### src/logic/prh_pkg.sv
// Constants and types for the position report handshake controller
package prh_pkg;
    localparam int unsigned CLK_KHZ = 200_000;
    localparam int unsigned SAMPLE_DELAY_MS = 10;
    localparam int unsigned SAMPLE_DELAY_CYC = SAMPLE_DELAY_MS * CLK_KHZ;
    localparam int unsigned MODE_TIMEOUT_MS = 5000;
    localparam int unsigned MODE_TIMEOUT_CYC = MODE_TIMEOUT_MS * CLK_KHZ;
    localparam int unsigned REQ_TIMEOUT_MS = 1000;
    localparam int unsigned REQ_TIMEOUT_CYC = REQ_TIMEOUT_MS * CLK_KHZ;
    localparam int unsigned RTS_TIMEOUT_MS = 1000;
    localparam int unsigned RTS_TIMEOUT_CYC = RTS_TIMEOUT_MS * CLK_KHZ;
    localparam int unsigned RETRY_WAIT_MS = 100;
    localparam int unsigned RETRY_WAIT_CYC = RETRY_WAIT_MS * CLK_KHZ;
    localparam int TMR_W = 32;
    localparam int POS_W = 32;
    localparam int HALF_W = 16;
    localparam int SUM_W = 6;
    localparam int ACC_W = 8;
    localparam int STEP_W = 5;
    localparam int RETRY_W = 2;
    localparam int PIN_W = 4;
    localparam logic [STEP_W-1:0] POS_STEPS = 5'h10;
    localparam logic [STEP_W-1:0] ALL_STEPS = 5'h13;
    localparam logic [RETRY_W-1:0] MAX_RETRIES = 2'h3;
    typedef enum logic [2:0] {
        ST_IDLE, ST_WAIT_RDY, ST_DWELL, ST_WAIT_REL, ST_CHECK, ST_RETRY_WAIT
    } prh_state_e;
endpackage : prh_pkg

### src/logic/prh_position_report_host.sv
// Controller end of the multi-turn position report handshake
`timescale 1ns/100ps
module prh_position_report_host #(
    parameter int unsigned SAMPLE_CYC = prh_pkg::SAMPLE_DELAY_CYC,
    parameter int unsigned MODE_TO_CYC = prh_pkg::MODE_TIMEOUT_CYC,
    parameter int unsigned REQ_TO_CYC = prh_pkg::REQ_TIMEOUT_CYC,
    parameter int unsigned RTS_TO_CYC = prh_pkg::RTS_TIMEOUT_CYC,
    parameter int unsigned RETRY_CYC = prh_pkg::RETRY_WAIT_CYC
) (
    // Clock and reset
    input wire logic ref_clk_i,
    input wire logic rst_n_i,
    // User commands
    input wire logic servo_on_req_i,
    input wire logic xfer_start_i,
    input wire logic torque_limit_req_i,
    input wire logic home_mode_i,
    input wire logic home_set_start_i,
    input wire logic rev_done_i,
    input wire logic clear_req_i,
    // User status
    output logic [prh_pkg::HALF_W-1:0] pos_lo_o,
    output logic [prh_pkg::HALF_W-1:0] pos_hi_o,
    output logic pos_valid_o,
    output logic busy_o,
    output logic csum_err_o,
    output logic comm_err_o,
    output logic hold_motion_o,
    output logic home_fix_o,
    output logic brake_relay_o,
    // Amplifier pins
    input wire logic [1:0] amp_data_i,
    input wire logic amp_rts_i,
    input wire logic amp_brake_i,
    output logic servo_on_input_o,
    output logic abs_mode_o,
    output logic abs_req_o,
    output logic torque_limit_o,
    output logic position_clear_input_o
);
    import prh_pkg::*;

    // Pin synchronisers: a change counts once stages two and three agree
    logic [PIN_W-1:0] pin_raw;
    logic [PIN_W-1:0] s1_r, s2_r, s3_r, pin_r;
    assign pin_raw = {amp_brake_i, amp_rts_i, amp_data_i};
    genvar gi;
    generate
        for (gi = 0; gi < PIN_W; gi++) begin : g_sync
            always_ff @(posedge ref_clk_i) begin
                if (!rst_n_i) begin
                    s1_r[gi] <= 1'b0;
                    s2_r[gi] <= 1'b0;
                    s3_r[gi] <= 1'b0;
                    pin_r[gi] <= 1'b0;
                end else begin
                    s1_r[gi] <= pin_raw[gi];
                    s2_r[gi] <= s1_r[gi];
                    s3_r[gi] <= s2_r[gi];
                    if (s2_r[gi] == s3_r[gi]) begin
                        pin_r[gi] <= s3_r[gi];
                    end
                end
            end
        end
    endgenerate
    logic [1:0] data_f;
    logic rts_f;
    assign data_f = pin_r[1:0];
    assign rts_f = pin_r[2];

    prh_state_e state_r, state_nxt;
    logic [TMR_W-1:0] tmr_r, tmr_nxt, mode_tmr_r, mode_tmr_nxt, req_tmr_r, req_tmr_nxt;
    logic [STEP_W-1:0] step_r, step_nxt;
    logic [RETRY_W-1:0] retry_r, retry_nxt;
    logic [POS_W-1:0] shift_r, shift_nxt;
    logic [SUM_W-1:0] csum_r, csum_nxt;
    logic [ACC_W-1:0] sum_r, sum_nxt;
    logic mode_r, mode_nxt, req_r, req_nxt, valid_r, valid_nxt;
    logic cserr_r, cserr_nxt, cmerr_r, cmerr_nxt;
    logic start_d_r, servo_d_r, home_d_r, trig;
    logic [POS_W-1:0] pos_r, pos_nxt;

    // Resends follow servo-on, controller run and alarm or stop recovery; user flags them
    assign trig = servo_on_req_i && ((xfer_start_i && !start_d_r) || !servo_d_r);

    always_comb begin
        state_nxt = state_r;
        tmr_nxt = tmr_r + TMR_W'(1);
        mode_tmr_nxt = mode_r ? mode_tmr_r + TMR_W'(1) : '0;
        req_tmr_nxt = req_r ? req_tmr_r + TMR_W'(1) : '0;
        step_nxt = step_r;
        retry_nxt = retry_r;
        shift_nxt = shift_r;
        csum_nxt = csum_r;
        sum_nxt = sum_r;
        mode_nxt = mode_r;
        req_nxt = req_r;
        valid_nxt = valid_r;
        cserr_nxt = cserr_r;
        cmerr_nxt = cmerr_r;
        pos_nxt = pos_r;
        unique case (state_r)
            ST_IDLE: begin
                if (trig) begin
                    // Pin still shows torque limit; request once the strobe is seen low
                    mode_nxt = 1'b1;
                    retry_nxt = '0;
                    valid_nxt = 1'b0;
                    cserr_nxt = 1'b0;
                    cmerr_nxt = 1'b0;
                    step_nxt = '0;
                    sum_nxt = '0;
                    tmr_nxt = '0;
                    state_nxt = ST_WAIT_REL;
                end
            end
            ST_WAIT_RDY: begin
                if (rts_f) begin
                    tmr_nxt = '0;
                    state_nxt = ST_DWELL;
                end else if (tmr_r >= TMR_W'(RTS_TO_CYC)) begin
                    cmerr_nxt = 1'b1;
                end
            end
            ST_DWELL: begin
                if (tmr_r == TMR_W'(SAMPLE_CYC - 1)) begin
                    req_nxt = 1'b0;
                    tmr_nxt = '0;
                    step_nxt = step_r + STEP_W'(1);
                    if (step_r < POS_STEPS) begin
                        shift_nxt = {data_f, shift_r[POS_W-1:2]};
                        sum_nxt = sum_r + ACC_W'(data_f);
                    end else begin
                        csum_nxt = {data_f, csum_r[SUM_W-1:2]};
                    end
                    state_nxt = ST_WAIT_REL;
                end
            end
            ST_WAIT_REL: begin
                if (!rts_f) begin
                    tmr_nxt = '0;
                    if (step_r == ALL_STEPS) begin
                        state_nxt = ST_CHECK;
                    end else begin
                        req_nxt = 1'b1;
                        state_nxt = ST_WAIT_RDY;
                    end
                end else if (tmr_r >= TMR_W'(RTS_TO_CYC)) begin
                    cmerr_nxt = 1'b1;
                end
            end
            ST_CHECK: begin
                mode_nxt = 1'b0;
                tmr_nxt = '0;
                if (sum_r[SUM_W-1:0] == csum_r) begin
                    pos_nxt = shift_r;
                    valid_nxt = 1'b1;
                    state_nxt = ST_IDLE;
                end else if (retry_r != MAX_RETRIES) begin
                    retry_nxt = retry_r + RETRY_W'(1);
                    state_nxt = ST_RETRY_WAIT;
                end else begin
                    cserr_nxt = 1'b1;
                    valid_nxt = 1'b0;
                    state_nxt = ST_IDLE;
                end
            end
            ST_RETRY_WAIT: begin
                if (tmr_r >= TMR_W'(RETRY_CYC)) begin
                    mode_nxt = 1'b1;
                    step_nxt = '0;
                    sum_nxt = '0;
                    tmr_nxt = '0;
                    state_nxt = ST_WAIT_REL;
                end
            end
        endcase
        if (mode_tmr_r >= TMR_W'(MODE_TO_CYC) || req_tmr_r >= TMR_W'(REQ_TO_CYC)) begin
            cmerr_nxt = 1'b1;
        end
        // Any timeout abandons the transfer so the amplifier sees mode and request drop
        if (cmerr_nxt && !cmerr_r) begin
            mode_nxt = 1'b0;
            req_nxt = 1'b0;
            valid_nxt = 1'b0;
            state_nxt = ST_IDLE;
        end
    end

    always_ff @(posedge ref_clk_i) begin
        if (!rst_n_i) begin
            state_r <= ST_IDLE;
            tmr_r <= '0;
            mode_tmr_r <= '0;
            req_tmr_r <= '0;
            step_r <= '0;
            retry_r <= '0;
            shift_r <= '0;
            csum_r <= '0;
            sum_r <= '0;
            mode_r <= 1'b0;
            req_r <= 1'b0;
            valid_r <= 1'b0;
            cserr_r <= 1'b0;
            cmerr_r <= 1'b0;
            pos_r <= '0;
        end else begin
            state_r <= state_nxt;
            tmr_r <= tmr_nxt;
            mode_tmr_r <= mode_tmr_nxt;
            req_tmr_r <= req_tmr_nxt;
            step_r <= step_nxt;
            retry_r <= retry_nxt;
            shift_r <= shift_nxt;
            csum_r <= csum_nxt;
            sum_r <= sum_nxt;
            mode_r <= mode_nxt;
            req_r <= req_nxt;
            valid_r <= valid_nxt;
            cserr_r <= cserr_nxt;
            cmerr_r <= cmerr_nxt;
            pos_r <= pos_nxt;
        end
    end

    // Motion, torque, home and clear interlocks
    logic busy_nxt, tl_nxt, clr_nxt, fix_nxt;
    always_comb begin
        busy_nxt = mode_nxt || state_nxt != ST_IDLE;
        tl_nxt = torque_limit_req_i && !busy_nxt;
        fix_nxt = home_mode_i && home_set_start_i && !home_d_r && rev_done_i
            && !busy_nxt;
        clr_nxt = clear_req_i && home_mode_i && !busy_nxt;
    end

    always_ff @(posedge ref_clk_i) begin
        if (!rst_n_i) begin
            start_d_r <= 1'b0;
            servo_d_r <= 1'b0;
            home_d_r <= 1'b0;
            busy_o <= 1'b0;
            hold_motion_o <= 1'b0;
            torque_limit_o <= 1'b0;
            home_fix_o <= 1'b0;
            position_clear_input_o <= 1'b0;
            servo_on_input_o <= 1'b0;
        end else begin
            start_d_r <= xfer_start_i;
            servo_d_r <= servo_on_req_i;
            home_d_r <= home_set_start_i;
            busy_o <= busy_nxt;
            hold_motion_o <= busy_nxt;
            torque_limit_o <= tl_nxt;
            home_fix_o <= fix_nxt;
            position_clear_input_o <= clr_nxt;
            servo_on_input_o <= servo_on_req_i;
        end
    end

    assign abs_mode_o = mode_r;
    assign abs_req_o = req_r;
    assign pos_valid_o = valid_r;
    assign csum_err_o = cserr_r;
    assign comm_err_o = cmerr_r;
    assign pos_lo_o = pos_r[HALF_W-1:0];
    assign pos_hi_o = pos_r[POS_W-1:HALF_W];
    assign brake_relay_o = pin_r[3];
endmodule : prh_position_report_host

### config.mk
export PLATFORM = sky130hd
export DESIGN_NAME = prh_position_report_host
export DESIGN_NICKNAME = d
export VERILOG_FILES = /design/src/logic/prh_pkg.sv /design/src/logic/prh_position_report_host.sv
export SDC_FILE = /design/constraint.sdc
export NUM_CORES = 1
export LEC_CHECK = 0
export ABC_AREA = 1
export BUFFER_PORTS_ARGS = -buffer_cell sky130_fd_sc_hd__buf_2
export CELL_PAD_IN_SITES_DETAIL_PLACEMENT = 1
export CELL_PAD_IN_SITES_GLOBAL_PLACEMENT = 1
export CORE_ASPECT_RATIO = 0.7
export CORE_MARGIN = 2
export CORE_UTILIZATION = 44
export CTS_CLUSTER_SIZE = 25
export DETAILED_ROUTE_END_ITERATION = 7
export PLACE_DENSITY = 0.77
export SYNTH_ARGS = -nofsm -noshare
export SYNTH_HDL_FRONTEND = slang
export SYNTH_SLANG_ARGS = --single-unit
### constraint.sdc
create_clock -name ref_clk_i -period 2.3 [get_ports ref_clk_i]
set_input_delay 0.46 -clock ref_clk_i [delete_from_list [all_inputs] [get_ports ref_clk_i]]
set_output_delay 0.46 -clock ref_clk_i [all_outputs]
set_load 0.02 [all_outputs]
==> impl_results.md, run 1 <==
- Final Wtd Congestion: 0.897
- Synth async-reset ratio: 0%
- Number of synthesized register bits: 210
- Mapped cell area: 0.00971 mm2
- Endpoint of the most critical register-to-register path: tmr_r[10]$_SDFF_PN0_
- Wire length of the first global-routing pass: 44300 um
- Number of cells on the worst hold path: 3
- Detailed-route wire length on metal 1: 13900 um
- Area added between synthesis and finish: 14.2%
- Placed insts: 1709
- Number of distinct library cells after synthesis: 41
- Floorplan core area: 0.0217 mm2
- Sequential area share after synthesis: 43.3%
- Max H-tree Level: 1
- Maximum clock rate: 486 MHz
- FILL cells: 2825
- RR Startpoint: tmr_r[0]$_SDFF_PN0_
- Global routing usage summed across all routing layers: 22.9%
- Routed WL: 26400 um
- Max-capacitance violation count: 0
- Biggest cell delay along the critical path: 0.38 ns
- Worst-path cell chain: ha_1, nand2_1, nor2_2, nand2_1, nor3_2, nand2_2, nand2_1, nand2_1, nor2_4, inv_2, nand2_2, or2_2, inv_1
- Die width: 182 um
- Number of violations reported at the end of detailed-routing iteration 0: 527
- Vertical die dimension: 128 um
- Endpoint required time on the critical path: 2.71 ns
- Maximum fanout encountered on the critical timing path: 15
- Longest Clk Path Bufs: 3
- Setup repair bufs after CTS: 0
- Net switching power figure: 0.00329 W
- Total congestion overflow: 0
- Std cell rows: 45
- Worst clock skew on the final layout: 0.0198 ns
- Diode count: 0
- Minimum clock period after layout: 2.06 ns
- Total number of nets in the final design: 1476
- Worst-case hold path end point: s1_r[0]$_SDFF_PN0_
- Antenna violations before repair: 0
- Ratio of routed vias to standard cells: 5.14
- Number of enable flip-flop cells after synthesis: 0
- Detail Placement HPWL: 19200 um
- Total number of clock tree sinks: 210
- Maximum VDD drop: 0.516 mV
- Uppermost routed layer: met4
- Maximum number of pins on one net before global-route repair: 56
- Tightest Pin Transition: 0.629 ns
- Vias after detailed routing: 8988
- P_leak: 4.57 nW
- Synthesized instance count: 1384
- Ratio of cells with drive above 1 in the final layout: 11.5%
- Count of input and output buffers: 56
- Clock power share: 36.9%
- Slew Viols, Final: 0
- Clock tree from TritonCTS: built
- Switching share of total power: 32.4%
- Most frequent cell on the critical path: sky130_fd_sc_hd__nand2_1
- Final-report setup violation count: 0
- Post-DR wirelength/cell: 15.1 um
- Min-Delay Startpoint: amp_data_i[0]
- Post-route fraction of the period consumed by the critical path: 89.5%
- Clock tree root driver cell: sky130_fd_sc_hd__clkbuf_16
- Final setup TNS: 0 ns
- Worst min path class: in2reg
- Number of cells on the worst reg-to-reg path: 13
- Slowest CP cell: sky130_fd_sc_hd__dfxtp_1
- Critical path type: reg2reg
- Routed wl met2: 11400 um
- RSZ-0062 raised after global routing: no
- Count of non-filler cells in the finished layout: 1747
- Clock Pin Slew Worst Setup and Hold Paths: 0.06 ns
- Fin. Hold Viols: 0
- Outcome: finished, final reports clean
- Total I/O pin count: 57
- Combinational share of power: 22.5%
- Predominant post-synthesis flop cell: sky130_fd_sc_hd__dfxtp_1
- Max-slew headroom at the worst pin: 58.1%
- Number of warnings reported in the yosys synthesis log: 0
- DRC viols: 0
- Seq pwr share: 40.6%
- Data arrival time of the worst path: 2.47 ns
- Number of iterations in the first detailed-routing pass: 5
- Crit path capture type: register
- Area enclosed by the die boundary: 0.0233 mm2
- Clock latency at the later pin of the worst-skew pair: 0.51 ns
- Startpoint types: register
- Net count after synthesis: 1408
- Post-Synthesis Mean Instance Area: 7.01 um2
- Vias in the first global route: 8937
- Int Pwr: 0.00684 W
- Number of nets with antenna violations after detailed routing: 0
- Routed length on met3: 825 um
- CTS buffer count: 23
- Worst reg2reg setup slack: 0.24 ns
- Effective utilization at floorplan: 44.8%
- Power per cell area: 914 mW/mm2
## per-stage QoR
step / power [W] / utilization [%] / hold WS [ns] / cell area (um2) / worst slack [ns]
2_1_floorplan: 0.00571 / - / 0.390 / 9710 / 0.474
3_3_place_gp: 0.00640 / 47.6 / 0.396 / 10300 / 0.229
3_5_place_dp: 0.00647 / 47.6 / 0.403 / 10300 / 0.138
4_1_cts: 0.0102 / 51.1 / 0.116 / 11100 / 0.158
5_1_grt: 0.0106 / 51.1 / 0.121 / 11100 / 0.00538
6_report: 0.0101 / 51.1 / 0.131 / 11100 / 0.241
## synthesized netlist by cell type (6+ instances only)
cell type,count,area share [%]
sky130_fd_sc_hd__nor3_1,48,2.5
sky130_fd_sc_hd__dfxtp_1,210,43
sky130_fd_sc_hd__nand4_1,39,2.5
sky130_fd_sc_hd__buf_2,6,0.31
sky130_fd_sc_hd__nor3b_1,7,0.54
sky130_fd_sc_hd__or2_2,6,0.39
sky130_fd_sc_hd__inv_1,168,6.5
sky130_fd_sc_hd__ha_1,10,1.3
sky130_fd_sc_hd__o21ai_0,73,3.8
sky130_fd_sc_hd__buf_6,8,0.93
sky130_fd_sc_hd__xor2_1,18,1.6
sky130_fd_sc_hd__a21oi_1,96,4.9
sky130_fd_sc_hd__a21oi_2,8,0.72
sky130_fd_sc_hd__nor2_1,225,8.7
sky130_fd_sc_hd__clkbuf_1,21,0.81
sky130_fd_sc_hd__nand2_1,302,12
sky130_fd_sc_hd__nor3_2,7,0.72
sky130_fd_sc_hd__nand3_1,67,3.5
sky130_fd_sc_hd__xnor2_1,10,0.90
## flip-flops by register name (all words and copies together), names as in the netlist, 5 cells and up
register and cells:
sum_r 6, tmr_r 32, pos_r 32, csum_r 6
step_r 5, req_tmr_r 32, mode_tmr_r 32, shift_r 32
## worst max-delay path by stage
stage	to	start	slack [ns]
after floorplan	shift_r[31]$_SDFFE_PN0P_	tmr_r[0]$_SDFF_PN0_	0.47
after global placement	home_fix_o$_SDFF_PN0_	xfer_start_i	0.23
after detailed placement	torque_limit_o$_SDFF_PN0_	xfer_start_i	0.14
after CTS	tmr_r[26]$_SDFF_PN0_	tmr_r[0]$_SDFF_PN0_	0.16
after global routing	home_fix_o$_SDFF_PN0_	state_r[0]$_SDFF_PN0_	0.005
final	tmr_r[10]$_SDFF_PN0_	tmr_r[0]$_SDFF_PN0_	0.24
## cell usage in the layout, fill, tap and decap left out, types with 8 or more instances in the layout
master / Yosys / routed
sky130_fd_sc_hd__buf_2: 6 / 56
sky130_fd_sc_hd__nand2_1: 302 / 302
sky130_fd_sc_hd__clkbuf_16: 0 / 23
sky130_fd_sc_hd__nand4_1: 39 / 39
sky130_fd_sc_hd__a21oi_1: 96 / 96
sky130_fd_sc_hd__xor2_1: 18 / 18
sky130_fd_sc_hd__nand3_1: 67 / 67
sky130_fd_sc_hd__nor2_1: 225 / 220
sky130_fd_sc_hd__nor3_1: 48 / 48
sky130_fd_sc_hd__dfxtp_1: 210 / 210
sky130_fd_sc_hd__xnor2_1: 10 / 10
sky130_fd_sc_hd__ha_1: 10 / 10
sky130_fd_sc_hd__nor2_2: 5 / 10
sky130_fd_sc_hd__buf_4: 2 / 24
sky130_fd_sc_hd__a21oi_2: 8 / 8
sky130_fd_sc_hd__inv_1: 168 / 168
sky130_fd_sc_hd__o21ai_0: 73 / 73
## cells by family (layout without fill, tap and decap cells)
family                   after synthesis  after routing  synth area share (%)
AO/OA/AOI/OAI                        192            192                  10.6
XOR/XNOR                              28             28                  2.53
adder cells (fa/ha/maj)               11             11                  1.50
buffers and inverters                211            292                  8.93
flip-flops                           210            210                  43.3
AND/OR/NAND/NOR                      732            732                  33.2
## worst max-delay path: cells and delay by family, from the launching register on
kind	cells	cell delay, ns
adder cells (fa/ha/maj)	1	0.19
flip-flops	1	0.38
AND/OR/NAND/NOR	10	1.30
buffers and inverters	2	0.09
## routing by layer
metal  track usage (%)  vias up
met2              36.4      108
li1                  -     4574
met1              33.6     4274
met4              4.02        0
met5                 0        -
met3              3.04       32
## layout make-up
type | instances | area [um2] | area share (%)
multi-input combinational | 963 | 4650 | 41.9
sequential | 210 | 4200 | 37.9
inverter | 173 | 649 | 5.86
clock buffer | 30 | 632 | 5.70
timing repair buffer | 81 | 480 | 4.33
tap | 282 | 353 | 3.18
clock inverter | 8 | 119 | 1.07
## power by group through the flow
stage / Clock [W] / Combinational [W] / Sequential, W
detailed placement: 0 / 0.00228 / 0.00419
CTS: 0.00382 / 0.00229 / 0.00412
global route: 0.00396 / 0.00253 / 0.00415
global placement: 0 / 0.00222 / 0.00418
finish: 0.00374 / 0.00228 / 0.00411
floorplan: 0 / 0.00132 / 0.00439
## timing repair
action	in CTS	in global routing
hold buffers	0	0
endpoints found under the setup margin	0	8
gates resized for setup	0	4
Power figures use the tool's default switching activity.
==> run 2: changes to the inputs <==
- RECOVER_POWER: unset -> 25
==> run 2 against run 1 <==
Power fell by 0.40%. Utilization fell by 0.20 points. Global-route usage did not move. Sequential cell count did not move. Sequential share of layout area rose by 0.15 points. Worst hold slack barely moved. Final cell count did not move. Final area fell by 0.38%. Clock skew barely moved. Register-to-register slack barely moved. Clock power barely moved. Die area did not move. Critical path type unchanged.
==> impl_results.md, run 2 (synthesis results as in run 1) <==
- Final setup TNS: 0 ns
- Power per cell area: 914 mW/mm2
- Max-slew headroom at the worst pin: 36.0%
- Vias after detailed routing: 8991
- Std cell rows: 45
- Post-DR wirelength/cell: 15.1 um
- Final design instance area without fill: 0.0110 mm2
- Peak-usage layer in the global routing report: met2
- Total congestion overflow: 0
- Clock tree root driver cell: sky130_fd_sc_hd__clkbuf_16
- Routed WL: 26400 um
- Count of non-filler cells in the finished layout: 1747
- Area added between synthesis and finish: 13.8%
- Global-route track usage on met2: 36.4%
- Fin. Hold Viols: 0
- Ratio of routed vias to standard cells: 5.15
- Slew Viols, Final: 0
- DRC viols: 0
- Floorplan core area: 0.0217 mm2
- Maximum fanout encountered on the critical timing path: 15
- Count of input and output buffers: 56
- Critical path type: reg2reg
- Clock latency at the later pin of the worst-skew pair: 0.51 ns
- Longest Clk Path Bufs: 3
- Setup repair bufs after CTS: 0
- Met3 capacity usage during global routing: 3.04%
- Number of iterations in the first detailed-routing pass: 5
- Startpoint types: register
- Detail Placement HPWL: 19200 um
- Worst min path class: in2reg
- Total number of nets in the final design: 1476
- Antenna violations before repair: 0
- RSZ-0062 raised after global routing: no
- Diode count: 0
- Number of violations reported at the end of detailed-routing iteration 0: 538
- Count of instances resized after the clock tree is built: 0
- Effective utilization at floorplan: 44.8%
- Crit path capture type: register
- Final core utilization: 50.9%
- Total number of clock tree sinks: 210
- Cell Area, Placed: 0.0103 mm2
- Minimum clock period after layout: 2.06 ns
- Placed insts: 1709
- Total I/O pin count: 57
- Clock tree from TritonCTS: built
- Final-report setup violation count: 0
- Post-route fraction of the period consumed by the critical path: 89.4%
- P_leak: 4.44 nW
- Maximum clock rate: 486 MHz
- Outcome: finished, final reports clean
- Clock Pin Slew Worst Setup and Hold Paths: 0.06 ns
- Max H-tree Level: 1
- Max-capacitance violation count: 0
- Met1 track demand over resource: 33.6%
- Vias in the first global route: 8937
- Number of nets with antenna violations after detailed routing: 0
- Data arrival time of the worst path: 2.47 ns
- Tightest Pin Transition: 0.960 ns
- Cts hold-fix bufs: 0
- Area enclosed by the die boundary: 0.0233 mm2
- Most common library cell in the layout ignoring fill and taps: sky130_fd_sc_hd__nand2_1
- Vertical die dimension: 128 um
- Wire length of the first global-routing pass: 44300 um
- Die width: 182 um
- Ratio of cells with drive above 1 in the final layout: 9.42%
- CTS buffer count: 23
- Maximum number of pins on one net before global-route repair: 56
- Maximum VDD drop: 0.517 mV
- Total chip power: 0.0101 W
- Endpoint required time on the critical path: 2.71 ns
- Final Wtd Congestion: 0.897
- Most frequent cells in the layout: sky130_fd_sc_hd__nand2_1, sky130_fd_sc_hd__nor2_1, sky130_fd_sc_hd__dfxtp_1, sky130_fd_sc_hd__inv_1, sky130_fd_sc_hd__a21oi_1
- Worst clock skew on the final layout: 0.0198 ns
- Global routing usage summed across all routing layers: 22.9%
## run 2: cell types whose count changed in the layout (fill, tap and decap cells not counted), sizes merged
cell | before | now
buf | 81 | 51
clkbuf | 30 | 60
## run 2: worst max-delay path, stage by stage (launching register included)
cell,delay (ns)
sky130_fd_sc_hd__dfxtp_1,0.38
sky130_fd_sc_hd__ha_1,0.19
sky130_fd_sc_hd__nand2_1,0.08
sky130_fd_sc_hd__nor2_2,0.12
sky130_fd_sc_hd__nand2_1,0.08
sky130_fd_sc_hd__nor3_2,0.17
sky130_fd_sc_hd__nand2_2,0.12
sky130_fd_sc_hd__nand2_1,0.07
sky130_fd_sc_hd__nand2_1,0.10
sky130_fd_sc_hd__nor2_4,0.15
sky130_fd_sc_hd__inv_2,0.06
sky130_fd_sc_hd__nand2_2,0.24
sky130_fd_sc_hd__or2_2,0.17
sky130_fd_sc_hd__inv_1,0.03
## run 2: metal layers
layer,vias up,share of wire [%]
met4,0,1.4
li1,4576,-
met1,4278,53
met5,-,0
met3,33,3.0
met2,104,43
## run 2: per-stage QoR
stage / hold WS, ns / worst slack (ns)
6_report: 0.131 / 0.243
5_1_grt: 0.121 / 0.00538
4_1_cts: 0.116 / 0.158
3_5_place_dp: 0.403 / 0.138
3_3_place_gp: 0.396 / 0.229
2_1_floorplan: 0.390 / 0.474
## run 2: where the power goes
group	internal, W	total [W]	switching, W
clock network	0.00226	0.00374	0.00148
registers	0.00392	0.00412	0.000202
logic	0.000623	0.00223	0.00161
total	0.00680	0.0101	0.00329
## run 2: area by class of cell
| type | count | area (um2) |
|---|---|---|
| clock buffers | 30 | 632 |
| well taps | 282 | 353 |
| clock inverters | 8 | 119 |
| fillers | 2835 | 10600 |
| multi-input cells | 963 | 4650 |
| repair buffers | 81 | 438 |
| flip-flops and latches | 210 | 4200 |
| inverters | 173 | 649 |
## run 2: worst paths after layout
path	to	cells after the start	slack, ns	from
worst min-delay path	s1_r[0]$_SDFF_PN0_	3	0.13	amp_data_i[0]
worst max register to register	tmr_r[10]$_SDFF_PN0_	13	0.24	tmr_r[0]$_SDFF_PN0_
worst min register to register	s2_r[1]$_SDFF_PN0_	2	0.41	s1_r[1]$_SDFF_PN0_
worst max-delay path	tmr_r[10]$_SDFF_PN0_	13	0.24	tmr_r[0]$_SDFF_PN0_
